`src/ums_pkg.sv`:
```
/*
 * Scheduler constants: register map, fields, timing table, gaps.
 * Assumes one core clock; times are typical, in us.
 */
`default_nettype none

package ums_pkg;

   // core clock
   localparam int unsigned UMS_CLK_PERIOD_NS = 5;
   localparam int unsigned UMS_CYC_PER_US    = 1000 / UMS_CLK_PERIOD_NS;

   // register byte offsets
   localparam logic [7:0] UMS_REG_CONFIG   = 8'h00;
   localparam logic [7:0] UMS_REG_STATUS   = 8'h04;
   localparam logic [7:0] UMS_REG_RESULT   = 8'h08;
   localparam logic [7:0] UMS_REG_IRQ_STAT = 8'h0C;
   localparam logic [7:0] UMS_REG_IRQ_MASK = 8'h10;
   localparam logic [7:0] UMS_REG_CONTROL  = 8'h14;

   // config fields
   localparam int unsigned UMS_CFG_CLK4_BIT = 0;
   localparam int unsigned UMS_CFG_LONG_BIT = 1;
   localparam int unsigned UMS_CFG_I2C_BIT  = 2;
   localparam int unsigned UMS_CFG_RATE_LSB = 6;
   localparam int unsigned UMS_CFG_RATE_MSB = 7;
   localparam logic [7:0]  UMS_CFG_RESET    = 8'h04;

   // control fields (write-only pulses)
   localparam int unsigned UMS_CTL_EXIT_CMD_BIT = 0;

   // status register fields
   localparam int unsigned UMS_ST_PDOWN_BIT = 0;
   localparam int unsigned UMS_ST_CMD_BIT   = 1;
   localparam int unsigned UMS_ST_VALID_BIT = 2;
   localparam int unsigned UMS_ST_STALE_BIT = 3;
   localparam int unsigned UMS_ST_DIAG_BIT  = 4;
   localparam int unsigned UMS_ST_NEXTAZ_BIT = 5;
   localparam int unsigned UMS_ST_GAP_LSB   = 8;

   // interrupt status bits
   localparam int unsigned UMS_IRQ_W       = 3;
   localparam int unsigned UMS_IRQ_RESULT  = 0;
   localparam int unsigned UMS_IRQ_SPECIAL = 1;
   localparam int unsigned UMS_IRQ_FETCH   = 2;

   // packet status codes (two msbs)
   localparam logic [1:0] UMS_PKT_GOOD  = 2'h0;
   localparam logic [1:0] UMS_PKT_CMD   = 2'h1;
   localparam logic [1:0] UMS_PKT_STALE = 2'h2;
   localparam logic [1:0] UMS_PKT_DIAG  = 2'h3;

   localparam logic [1:0] UMS_RATE_FASTEST = 2'h0;
   localparam int unsigned UMS_DATA_W      = 14;

   // command window lengths
   localparam int unsigned UMS_WIN_LOCKED_US = 1500;
   localparam int unsigned UMS_WIN_EXTRA_US  = 4500;

   // update periods, normal and long integration, 1 MHz and 4 MHz core
   localparam int unsigned UMS_PER_N1_US [4] = '{1600, 5000, 25000, 125000};
   localparam int unsigned UMS_PER_N4_US [4] = '{500, 1500, 6500, 32000};
   localparam int unsigned UMS_PER_L1_US [4] = '{5000, 8500, 30000, 130000};
   localparam int unsigned UMS_PER_L4_US [4] = '{1500, 2500, 7500, 33000};

   // ordinary cycles between special measurements
   localparam logic [7:0] UMS_GAP [4] = '{8'hFF, 8'h7F, 8'h1F, 8'h0F};

   // worst case factor in percent of typical
   localparam int unsigned UMS_WORST_PCT = 115;

   // conversion kinds
   typedef enum logic [1:0] {
      UMS_CONV_BRIDGE,
      UMS_CONV_TEMP,
      UMS_CONV_ZERO
   } ums_conv_e;

   typedef enum {
      UMS_S_BOOT,
      UMS_S_WINDOW,
      UMS_S_CMD,
      UMS_S_START,
      UMS_S_CONV,
      UMS_S_CALC,
      UMS_S_SLEEP
   } ums_state_e;

endpackage

`default_nettype wire

```
`src/ums_scheduler.sv`:
```
/*
 * Update-mode scheduler with AXI4-Lite register slave.
 * Assumes converter, correction and serial front end run on clock_in
 * with one-cycle done and fetch pulses; no synchronisers.
 */
// Implementation choices: the AXI4-Lite slave port and the register offsets.
// Behaviour
// update mode loops measurement and correction, refreshing the output register
// rate 00 runs cycles back to back with no power-down
// other rates power down right after the result is written
// power-down length comes from rate bits [7:6] and the core clock choice
// after power-down: wake, convert bridge, correct, store result, sleep again
// special measurement every 255, 127, 31 or 15 cycles by rate
// normal periods 1.6/5/25/125 ms at 1 MHz, 0.5/1.5/6.5/32 ms at 4 MHz
// long periods 5/8.5/30/130 ms at 1 MHz, 1.5/2.5/7.5/33 ms at 4 MHz
// data is valid only after measurement and correction; host fetches it
// after the host reads valid data, status reads stale until a new result
// host polls no faster than the update period plus 20 percent
// in I2C mode the ready pin rises when fresh valid data is available
// a special measurement is followed at once by a bridge measurement
// a cycle with a special measurement is one conversion time longer
// unlocked memory stretches the command window by 4.5 ms to 6 ms
// all durations are typical oscillator values; worst case is 1.15 times
// packet msbs: 00 good, 01 command mode, 10 stale, 11 diagnostic
// locked memory: listen 1.5 ms for command-mode entry, then start
// gap counter reloads from rate and alternates temperature and zeroing
`default_nettype none

module ums_scheduler
   import ums_pkg::*;
#(
   parameter int unsigned CYCLES_PER_US = UMS_CYC_PER_US,
   parameter int unsigned CONV_TIME_US  = 100
) (
   input  wire logic                  clock_in,
   input  wire logic                  rst_b_in,
   input  wire logic                  clk_en_in,
   // axi4-lite slave
   input  wire logic [7:0]            s_axi_awaddr_in,
   input  wire logic                  s_axi_awvalid_in,
   output logic                       s_axi_awready_out,
   input  wire logic [31:0]           s_axi_wdata_in,
   input  wire logic [3:0]            s_axi_wstrb_in,
   input  wire logic                  s_axi_wvalid_in,
   output logic                       s_axi_wready_out,
   output logic [1:0]                 s_axi_bresp_out,
   output logic                       s_axi_bvalid_out,
   input  wire logic                  s_axi_bready_in,
   input  wire logic [7:0]            s_axi_araddr_in,
   input  wire logic                  s_axi_arvalid_in,
   output logic                       s_axi_arready_out,
   output logic [31:0]                s_axi_rdata_out,
   output logic [1:0]                 s_axi_rresp_out,
   output logic                       s_axi_rvalid_out,
   input  wire logic                  s_axi_rready_in,
   // configuration memory and command-mode entry
   input  wire logic                  mem_unlocked_in,
   input  wire logic                  enter_command_mode_request_in,
   // converter on the bridge_input_pair and sensors
   output logic                       conv_start_out,
   output logic [1:0]                 conv_kind_out,
   input  wire logic                  conv_done_in,
   input  wire logic                  diag_fault_in,
   // correction engine
   output logic                       calc_start_out,
   input  wire logic                  calc_done_in,
   input  wire logic [UMS_DATA_W-1:0] calc_result_in,
   // serial front end
   input  wire logic                  result_fetch_command_in,
   output logic [15:0]                packet_out,
   output logic                       ready_pin_out,
   output logic                       power_down_out,
   output logic                       irq_out
);

   localparam logic [31:0] CONV_CYC = 32'(CONV_TIME_US * CYCLES_PER_US);
   localparam logic [31:0] WIN_LOCK_CYC = 32'(UMS_WIN_LOCKED_US * CYCLES_PER_US);
   localparam logic [31:0] WIN_OPEN_CYC =
      32'((UMS_WIN_LOCKED_US + UMS_WIN_EXTRA_US) * CYCLES_PER_US);

   // typical period in core cycles; worst case is the oscillator's problem
   function automatic logic [31:0] period_cyc(input logic [1:0] r,
                                              input logic       f4,
                                              input logic       li);
      int unsigned us;
      if (li) begin
         us = f4 ? UMS_PER_L4_US[r] : UMS_PER_L1_US[r];
      end else begin
         us = f4 ? UMS_PER_N4_US[r] : UMS_PER_N1_US[r];
      end
      return 32'(us * CYCLES_PER_US);
   endfunction

   ums_state_e              state_ff;
   logic [7:0]              cfg_ff;
   logic [UMS_IRQ_W-1:0]    irq_stat_ff;
   logic [UMS_IRQ_W-1:0]    irq_mask_ff;
   logic [31:0]             timer_ff;
   logic [7:0]              gap_ff;
   logic                    need_temp_ff;
   logic                    need_zero_ff;
   logic                    next_zero_ff;
   logic                    first_ff;
   logic [UMS_DATA_W-1:0]   result_ff;
   logic                    valid_ff;
   logic                    stale_ff;
   logic                    diag_ff;
   logic                    exit_cmd_ff;
   logic                    result_wr;
   logic                    special_done;
   logic [1:0]              rate;
   logic [1:0]              pkt_status;

   // axi state
   logic                    aw_held_ff;
   logic                    w_held_ff;
   logic [7:0]              awaddr_ff;
   logic [31:0]             wdata_ff;
   logic [3:0]              wstrb_ff;
   logic                    wr_fire;
   logic                    wr_ok;

   assign rate = cfg_ff[UMS_CFG_RATE_MSB:UMS_CFG_RATE_LSB];
   assign result_wr = (state_ff == UMS_S_CALC) && calc_done_in;
   assign special_done = (state_ff == UMS_S_CONV) && conv_done_in
                         && (conv_kind_out != UMS_CONV_BRIDGE);
   assign wr_fire = aw_held_ff && w_held_ff && !s_axi_bvalid_out;
   assign wr_ok = (awaddr_ff == UMS_REG_CONFIG) || (awaddr_ff == UMS_REG_IRQ_STAT)
                  || (awaddr_ff == UMS_REG_IRQ_MASK) || (awaddr_ff == UMS_REG_CONTROL)
                  || (awaddr_ff == UMS_REG_STATUS) || (awaddr_ff == UMS_REG_RESULT);

   // packet status: diagnostic, then command mode, then freshness
   always_comb begin
      if (diag_ff) begin
         pkt_status = UMS_PKT_DIAG;
      end else if (state_ff == UMS_S_CMD) begin
         pkt_status = UMS_PKT_CMD;
      end else if (valid_ff && !stale_ff) begin
         pkt_status = UMS_PKT_GOOD;
      end else begin
         pkt_status = UMS_PKT_STALE; // also before the first result exists
      end
   end

   // measurement sequencer
   always_ff @(posedge clock_in or negedge rst_b_in) begin
      if (!rst_b_in) begin
         state_ff       <= UMS_S_BOOT;
         timer_ff       <= 32'h0000_0000;
         gap_ff         <= 8'h00;
         need_temp_ff   <= 1'b0;
         need_zero_ff   <= 1'b0;
         next_zero_ff   <= 1'b0;
         first_ff       <= 1'b0;
         conv_start_out <= 1'b0;
         conv_kind_out  <= UMS_CONV_BRIDGE;
         calc_start_out <= 1'b0;
         power_down_out <= 1'b0;
      end else if (clk_en_in) begin
         conv_start_out <= 1'b0;
         calc_start_out <= 1'b0;
         if (timer_ff != 32'h0000_0000) begin
            timer_ff <= timer_ff - 32'h0000_0001;
         end
         unique case (state_ff)
            UMS_S_BOOT: begin
               // strap level read once after reset
               timer_ff <= mem_unlocked_in ? WIN_OPEN_CYC : WIN_LOCK_CYC;
               state_ff <= UMS_S_WINDOW;
            end
            UMS_S_WINDOW: begin
               if (enter_command_mode_request_in) begin
                  state_ff <= UMS_S_CMD;
               end else if (timer_ff == 32'h0000_0000) begin
                  need_temp_ff <= 1'b1;
                  need_zero_ff <= 1'b1;
                  gap_ff       <= UMS_GAP[rate];
                  first_ff     <= 1'b1;
                  state_ff     <= UMS_S_START;
               end
            end
            UMS_S_CMD: begin
               if (exit_cmd_ff) begin
                  need_temp_ff <= 1'b1;
                  need_zero_ff <= 1'b1;
                  gap_ff       <= UMS_GAP[rate];
                  first_ff     <= 1'b1;
                  state_ff     <= UMS_S_START;
               end
            end
            UMS_S_START: begin
               power_down_out <= 1'b0;
               conv_start_out <= 1'b1;
               if (need_temp_ff) begin
                  conv_kind_out <= UMS_CONV_TEMP;
               end else if (need_zero_ff) begin
                  conv_kind_out <= UMS_CONV_ZERO;
               end else begin
                  conv_kind_out <= UMS_CONV_BRIDGE;
               end
               if (first_ff) begin
                  // period counts start to start; each special adds a conversion
                  timer_ff <= period_cyc(rate, cfg_ff[UMS_CFG_CLK4_BIT],
                                         cfg_ff[UMS_CFG_LONG_BIT])
                              + (need_temp_ff ? CONV_CYC : 32'h0000_0000)
                              + (need_zero_ff ? CONV_CYC : 32'h0000_0000);
                  first_ff <= 1'b0;
               end
               state_ff <= UMS_S_CONV;
            end
            UMS_S_CONV: begin
               if (conv_done_in) begin
                  if (conv_kind_out == UMS_CONV_BRIDGE) begin
                     calc_start_out <= 1'b1;
                     state_ff       <= UMS_S_CALC;
                  end else begin
                     if (conv_kind_out == UMS_CONV_TEMP) begin
                        need_temp_ff <= 1'b0;
                     end else begin
                        need_zero_ff <= 1'b0;
                     end
                     state_ff <= UMS_S_START; // zeroing follows if still pending, else bridge, in same cycle
                  end
               end
            end
            UMS_S_CALC: begin
               if (calc_done_in) begin
                  // gap counter: reload and pick the other special kind
                  if (gap_ff == 8'h00) begin
                     gap_ff       <= UMS_GAP[rate];
                     next_zero_ff <= !next_zero_ff;
                     if (next_zero_ff) begin
                        need_zero_ff <= 1'b1;
                     end else begin
                        need_temp_ff <= 1'b1;
                     end
                  end else begin
                     gap_ff <= gap_ff - 8'h01;
                  end
                  first_ff <= 1'b1;
                  if (rate == UMS_RATE_FASTEST) begin
                     state_ff <= UMS_S_START; // back to back
                  end else begin
                     power_down_out <= 1'b1;
                     state_ff       <= UMS_S_SLEEP;
                  end
               end
            end
            UMS_S_SLEEP: begin
               // leave at 2 so the next start lands exactly one period on
               if (timer_ff <= 32'h0000_0002) begin
                  state_ff <= UMS_S_START; // wake when period ends
               end
            end
         endcase
      end
   end

   // output register, freshness and diagnostics
   always_ff @(posedge clock_in or negedge rst_b_in) begin
      if (!rst_b_in) begin
         result_ff <= '0;
         valid_ff  <= 1'b0;
         stale_ff  <= 1'b0;
         diag_ff   <= 1'b0;
      end else if (clk_en_in) begin
         if (result_wr) begin
            result_ff <= calc_result_in;
            valid_ff  <= 1'b1;           // only after correction
            stale_ff  <= 1'b0;           // new result beats a same-cycle fetch
            if (diag_fault_in) begin
               diag_ff <= 1'b1; // held until reset
            end
         end else if (result_fetch_command_in && valid_ff) begin
            stale_ff <= 1'b1;
         end
      end
   end

   // registered packet and ready pin, one cycle late
   always_ff @(posedge clock_in or negedge rst_b_in) begin
      if (!rst_b_in) begin
         packet_out    <= {UMS_PKT_STALE, 14'h0000};
         ready_pin_out <= 1'b0;
      end else if (clk_en_in) begin
         packet_out    <= {pkt_status, result_ff};
         ready_pin_out <= cfg_ff[UMS_CFG_I2C_BIT] && (pkt_status == UMS_PKT_GOOD);
      end
   end

   // axi write channels, taken in either order
   always_ff @(posedge clock_in or negedge rst_b_in) begin
      if (!rst_b_in) begin
         aw_held_ff        <= 1'b0;
         w_held_ff         <= 1'b0;
         awaddr_ff         <= 8'h00;
         wdata_ff          <= 32'h0000_0000;
         wstrb_ff          <= 4'h0;
         s_axi_awready_out <= 1'b0;
         s_axi_wready_out  <= 1'b0;
         s_axi_bvalid_out  <= 1'b0;
         s_axi_bresp_out   <= 2'h0;
      end else if (clk_en_in) begin
         s_axi_awready_out <= !aw_held_ff && !s_axi_awready_out;
         s_axi_wready_out  <= !w_held_ff && !s_axi_wready_out;
         if (s_axi_awvalid_in && s_axi_awready_out) begin
            aw_held_ff        <= 1'b1;
            awaddr_ff         <= {s_axi_awaddr_in[7:2], 2'h0};
            s_axi_awready_out <= 1'b0;
         end
         if (s_axi_wvalid_in && s_axi_wready_out) begin
            w_held_ff        <= 1'b1;
            wdata_ff         <= s_axi_wdata_in;
            wstrb_ff         <= s_axi_wstrb_in;
            s_axi_wready_out <= 1'b0;
         end
         if (wr_fire) begin
            s_axi_bvalid_out <= 1'b1;
            s_axi_bresp_out  <= wr_ok ? 2'h0 : 2'h2; // slverr when unmapped
         end else if (s_axi_bvalid_out && s_axi_bready_in) begin
            s_axi_bvalid_out <= 1'b0;
            aw_held_ff       <= 1'b0;
            w_held_ff        <= 1'b0;
         end
      end
   end

   // writable registers, byte lane 0 only
   always_ff @(posedge clock_in or negedge rst_b_in) begin
      if (!rst_b_in) begin
         cfg_ff      <= UMS_CFG_RESET;
         irq_mask_ff <= '0;
         exit_cmd_ff <= 1'b0;
      end else if (clk_en_in) begin
         exit_cmd_ff <= 1'b0;
         if (wr_fire && wstrb_ff[0]) begin
            if (awaddr_ff == UMS_REG_CONFIG) begin
               cfg_ff <= wdata_ff[7:0];
            end
            if (awaddr_ff == UMS_REG_IRQ_MASK) begin
               irq_mask_ff <= wdata_ff[UMS_IRQ_W-1:0];
            end
            if (awaddr_ff == UMS_REG_CONTROL) begin
               exit_cmd_ff <= wdata_ff[UMS_CTL_EXIT_CMD_BIT];
            end
         end
      end
   end

   // sticky events, write one to clear; a new event wins over the clear
   always_ff @(posedge clock_in or negedge rst_b_in) begin
      if (!rst_b_in) begin
         irq_stat_ff <= '0;
         irq_out     <= 1'b0;
      end else if (clk_en_in) begin
         logic [UMS_IRQ_W-1:0] clr;
         logic [UMS_IRQ_W-1:0] set;
         clr = '0;
         set = '0;
         if (wr_fire && wstrb_ff[0] && awaddr_ff == UMS_REG_IRQ_STAT) begin
            clr = wdata_ff[UMS_IRQ_W-1:0];
         end
         set[UMS_IRQ_RESULT]  = result_wr;
         set[UMS_IRQ_SPECIAL] = special_done;
         set[UMS_IRQ_FETCH]   = result_fetch_command_in;
         irq_stat_ff <= (irq_stat_ff & ~clr) | set;
         irq_out     <= |(((irq_stat_ff & ~clr) | set) & irq_mask_ff);
      end
   end

   // axi read channel, one read at a time
   always_ff @(posedge clock_in or negedge rst_b_in) begin
      if (!rst_b_in) begin
         s_axi_arready_out <= 1'b0;
         s_axi_rvalid_out  <= 1'b0;
         s_axi_rdata_out   <= 32'h0000_0000;
         s_axi_rresp_out   <= 2'h0;
      end else if (clk_en_in) begin
         s_axi_arready_out <= !s_axi_rvalid_out && !s_axi_arready_out;
         if (s_axi_arvalid_in && s_axi_arready_out) begin
            s_axi_arready_out <= 1'b0;
            s_axi_rvalid_out  <= 1'b1;
            s_axi_rresp_out   <= 2'h0;
            s_axi_rdata_out   <= 32'h0000_0000;
            unique case ({s_axi_araddr_in[7:2], 2'h0})
               UMS_REG_CONFIG:   s_axi_rdata_out[7:0] <= cfg_ff;
               UMS_REG_STATUS: begin
                  s_axi_rdata_out[UMS_ST_PDOWN_BIT]  <= power_down_out;
                  s_axi_rdata_out[UMS_ST_CMD_BIT]    <= (state_ff == UMS_S_CMD);
                  s_axi_rdata_out[UMS_ST_VALID_BIT]  <= valid_ff;
                  s_axi_rdata_out[UMS_ST_STALE_BIT]  <= stale_ff;
                  s_axi_rdata_out[UMS_ST_DIAG_BIT]   <= diag_ff;
                  s_axi_rdata_out[UMS_ST_NEXTAZ_BIT] <= next_zero_ff;
                  s_axi_rdata_out[UMS_ST_GAP_LSB+7:UMS_ST_GAP_LSB] <= gap_ff;
               end
               UMS_REG_RESULT:   s_axi_rdata_out[15:0] <= {pkt_status, result_ff};
               UMS_REG_IRQ_STAT: s_axi_rdata_out[UMS_IRQ_W-1:0] <= irq_stat_ff;
               UMS_REG_IRQ_MASK: s_axi_rdata_out[UMS_IRQ_W-1:0] <= irq_mask_ff;
               UMS_REG_CONTROL:  s_axi_rdata_out <= 32'h0000_0000;
               default:          s_axi_rresp_out <= 2'h2;
            endcase
         end else if (s_axi_rvalid_out && s_axi_rready_in) begin
            s_axi_rvalid_out <= 1'b0;
         end
      end
   end

endmodule

`default_nettype wire

```
`config.mk`:
```
export PLATFORM = sky130hd
export DESIGN_NAME = ums_scheduler
export DESIGN_NICKNAME = d
export VERILOG_FILES = /design/src/ums_pkg.sv /design/src/ums_scheduler.sv
export SDC_FILE = /design/constraint.sdc
export NUM_CORES = 1
export LEC_CHECK = 0
export ABC_CLOCK_PERIOD_IN_PS = 6300
export CORE_ASPECT_RATIO = 1.4
export CORE_MARGIN = 3
export CORE_UTILIZATION = 65
export DETAILED_ROUTE_END_ITERATION = 7
export DONT_BUFFER_PORTS = 1
export PLACE_DENSITY = 0.81
export SLEW_MARGIN = 20
export SYNTH_ARGS = -nofsm -noshare
export SYNTH_HDL_FRONTEND = slang
export SYNTH_SLANG_ARGS = --single-unit
```
`constraint.sdc`:
```
create_clock -name clock_in -period 6.3 [get_ports clock_in]
set_input_delay 0 -clock clock_in [delete_from_list [all_inputs] [get_ports clock_in]]
set_output_delay 0 -clock clock_in [all_outputs]
set_load 0.02 [all_outputs]
```
==> flow_summary_export.csv <==
group,metric,value,unit
outcome,outcome,"completed",
detailed_routing,drc,0,
sta,relSlewSlack,31.1,%
cells_and_area,antenna_cells,0,
clock_tree,cts_tree,"done",
sta,setup-violations-final,0,
detailed_routing,first_pass_iters,5,
synth,synth_edf_count,0,
synth,synthTopCellsByArea,"dfrtp_1 (36%), ha_1 (9.1%), mux2_2 (6.7%), o21ai_0 (4.7%), nand2_1 (3.8%)",
detailed_routing,viasPerCell,6.46,
die,fp.coreArea,14600,um^2
placement,port_buffers,0,
critical_path,worst_path_dominant_cell_family,"adder cells",
synth,synth-seq-cells,142,
die,die_w,110,um
grt,grt_pass1_vias,8389,
clock_tree,cts_buffers,17,
grt,grt_use_total,32.2,%
critical_path,start_kind,"flop",
die,die_y,151,um
synth,synth_area,9800,um^2
job,max_cap_viol_count,0,
synth,synth_flop_cell,"dfrtp_1",
clock_tree,htreeDepth,4,
detailed_routing,first_iter_violations,607,
clock_tree,clk_pin_slew_worst_paths,0.07,ns
grt,grt_pass1_wl,41.8,mm
critical_path,endpoint_kind,"flop",
worst_hold_path,hold_class,"in2reg",
critical_path,cp.buffers_inverters,4,
synth,ys_warn_count,0,
synth,yosysTopAreaCellShare,35.8,%
die,rows,52,
sta,slew_viol_final,0,
critical_path,worstPathArrival,6.32,ns
critical_path,slowest_delay,0.51,ns
sta,rsz0062_at_grt,"false",
detailed_routing,wl,25.9,mm
detailed_routing,drt.antenna.violating_nets,0,
sta,fin_setup_tns,0,ns
detailed_routing,wl_per_cell,20.0,um
grt,antenna_found_initial,0,
sta,finalHoldViolations,0,
critical_path,crit_path_cell_trace,"inv_1 > ha_1 > nor2_1 > a21oi_1 > nor2_1 > a21oi_1 > ha_1 > ha_1 > inv_1 > fa_1 > inv_1 > ha_1 > xor2_1 > fa_1 > inv_1 > ha_1 > or3_1 > o21bai_1 > a41o_1 > and3_1 > and4_1 > o41ai_1 > and2_1",
cells_and_area,nets,1263,
cells_and_area,stdcell_count,1298,
clock_tree,clockBufferDepth,2,
sta,fmax,168,MHz
grt,grt_max_degree,143,
synth,ys_types,83,
sta,fin_crit,5.95,ns
synth,synth_seq_area_share,36.3,%
grt,grt_remaining_overflow,0,
synth,async_flop_share,100,%
detailed_routing,dr_total_vias,8384,
cells_and_area,synthToLayoutAreaGrowth,12.3,%
clock_tree,root_buffer,"clkbuf_16",
placement,hpwl,17.3,mm
synth,avgSynthCellArea,9.24,um^2
cells_and_area,post_route_cells_drive_above_1_share,11.6,%
critical_path,cp_max_fo,12,
die,start_util,66.9,%
die,die-area,16600,um^2
clock_tree,cts_sinks,142,
critical_path,cpMaxStageDelayCell,"dfrtp_2",
sta,post-route-period-util,94.4,%
placement,place_congestion,0.916,
critical_path,cpMostUsedCell,"ha_1",
placement,place_inst,1217,
sta,tightestPinTransition,1.02,ns
sta,finClkSkew,0.0117,ns
clock_tree,clk_latency,0.43,ns
synth,synth_top_area_cell,"dfrtp_1",
critical_path,worstSetupPathType,"reg2reg",
critical_path,required,6.67,ns
synth,postSynthCellCount,1060,
die,ios,144,
## Yosys cell counts, types with 13 or more instances
cell type  number
nor3_1         29
a31oi_1        13
fa_1           15
buf_4          18
xor2_1         20
mux2_2         58
nand2_1       100
nor2_1         62
a21oi_1        62
clkbuf_1       33
nand3_1        21
inv_1          71
dfrtp_1       140
a22oi_1        17
o21ai_0        92
ha_1           71
xnor2_1        13
## through the flow
step	area (um^2)	hold slack [ns]	setup WS [ns]	util, %
global route	11000	0.0222	0.0455	75.1
global placement	9880	-0.288	0.429	67.5
floorplan	9860	-0.296	0.803	-
detailed placement	9880	-0.287	0.313	67.5
CTS	11000	0.000782	0.255	74.9
finish	11000	0.0111	0.352	75.1
## layer usage
layer / global-route usage (%) / part of all wire (%)
met5: 0 / 0
met1: 35.6 / 36
met2: 56.3 / 52
met4: 17.7 / 5.3
met3: 7.59 / 6.4
## cells by family after synthesis
family	share of synthesized area, %
simple gates	16.2
compound gates	18.9
flops	36.3
buf+inv	5.72
fa+ha+maj	12.1
mux	7.82
xor+xnor	2.95
other cells	0.0383
## placed cells by master (no fill, tap or decap), drive strengths merged, types with 21 or more instances in the layout
master,instances
nand3,21
dlygate4sd3,48
mux2,58
inv,81
nor3,29
a21oi,62
dfrtp,140
o21ai,98
nor2,63
nand2,100
ha,71
## worst paths after layout
check / startpoint / cells after the start / end / slack, ns
min in group asynchronous: rst_b_in / 2 / aw_held_ff / 0.18
setup / recovery: cfg_ff[7] / 23 / timer_ff[19] / 0.35
setup reg to reg: cfg_ff[7] / 23 / timer_ff[19] / 0.35
max in group asynchronous: rst_b_in / 2 / timer_ff[16] / 5.50
hold reg to reg: wdata_ff[6] / 2 / cfg_ff[6] / 0.50
hold / removal: mem_unlocked_in / 3 / timer_ff[14] / 0.01
## sequential cells by signal (all words and copies together), names as in the netlist, 2 cells and up
name,cells
result_ff,14
irq_stat_ff,3
packet_out,16
timer_ff,32
gap_ff,8
irq_mask_ff,3
cfg_ff,8
s_axi_rdata_out,16
wdata_ff,8
state_ff,3
conv_kind_out,2
awaddr_ff,6
## what timing repair did
item                                    CTS  global route
endpoints found under the setup margin    0             2
setup buffers                             0             0
hold buffers                             48             2
resized for setup                         0             1
endpoints found under the hold margin   243             1
## cell type report
type                            count  area (um^2)
Multi-Input combinational cell    805         5760
Tap cell                          189          236
Sequential cell                   142         3560
Timing Repair Buffer               59          603
Clock buffer                       17          425
Clock inverter                     14          146
Fill cell                         990         3640
Inverter                           72          270
## tightest hold or removal path, cell delays in order
cell     delay, ns
o21ai_0       0.09
o21ai_0       0.17
o22a_1        0.14
Power is left out: the tool's default activity adds up to more than one toggle a clock period on the data nets, which glitch-free logic cannot reach.
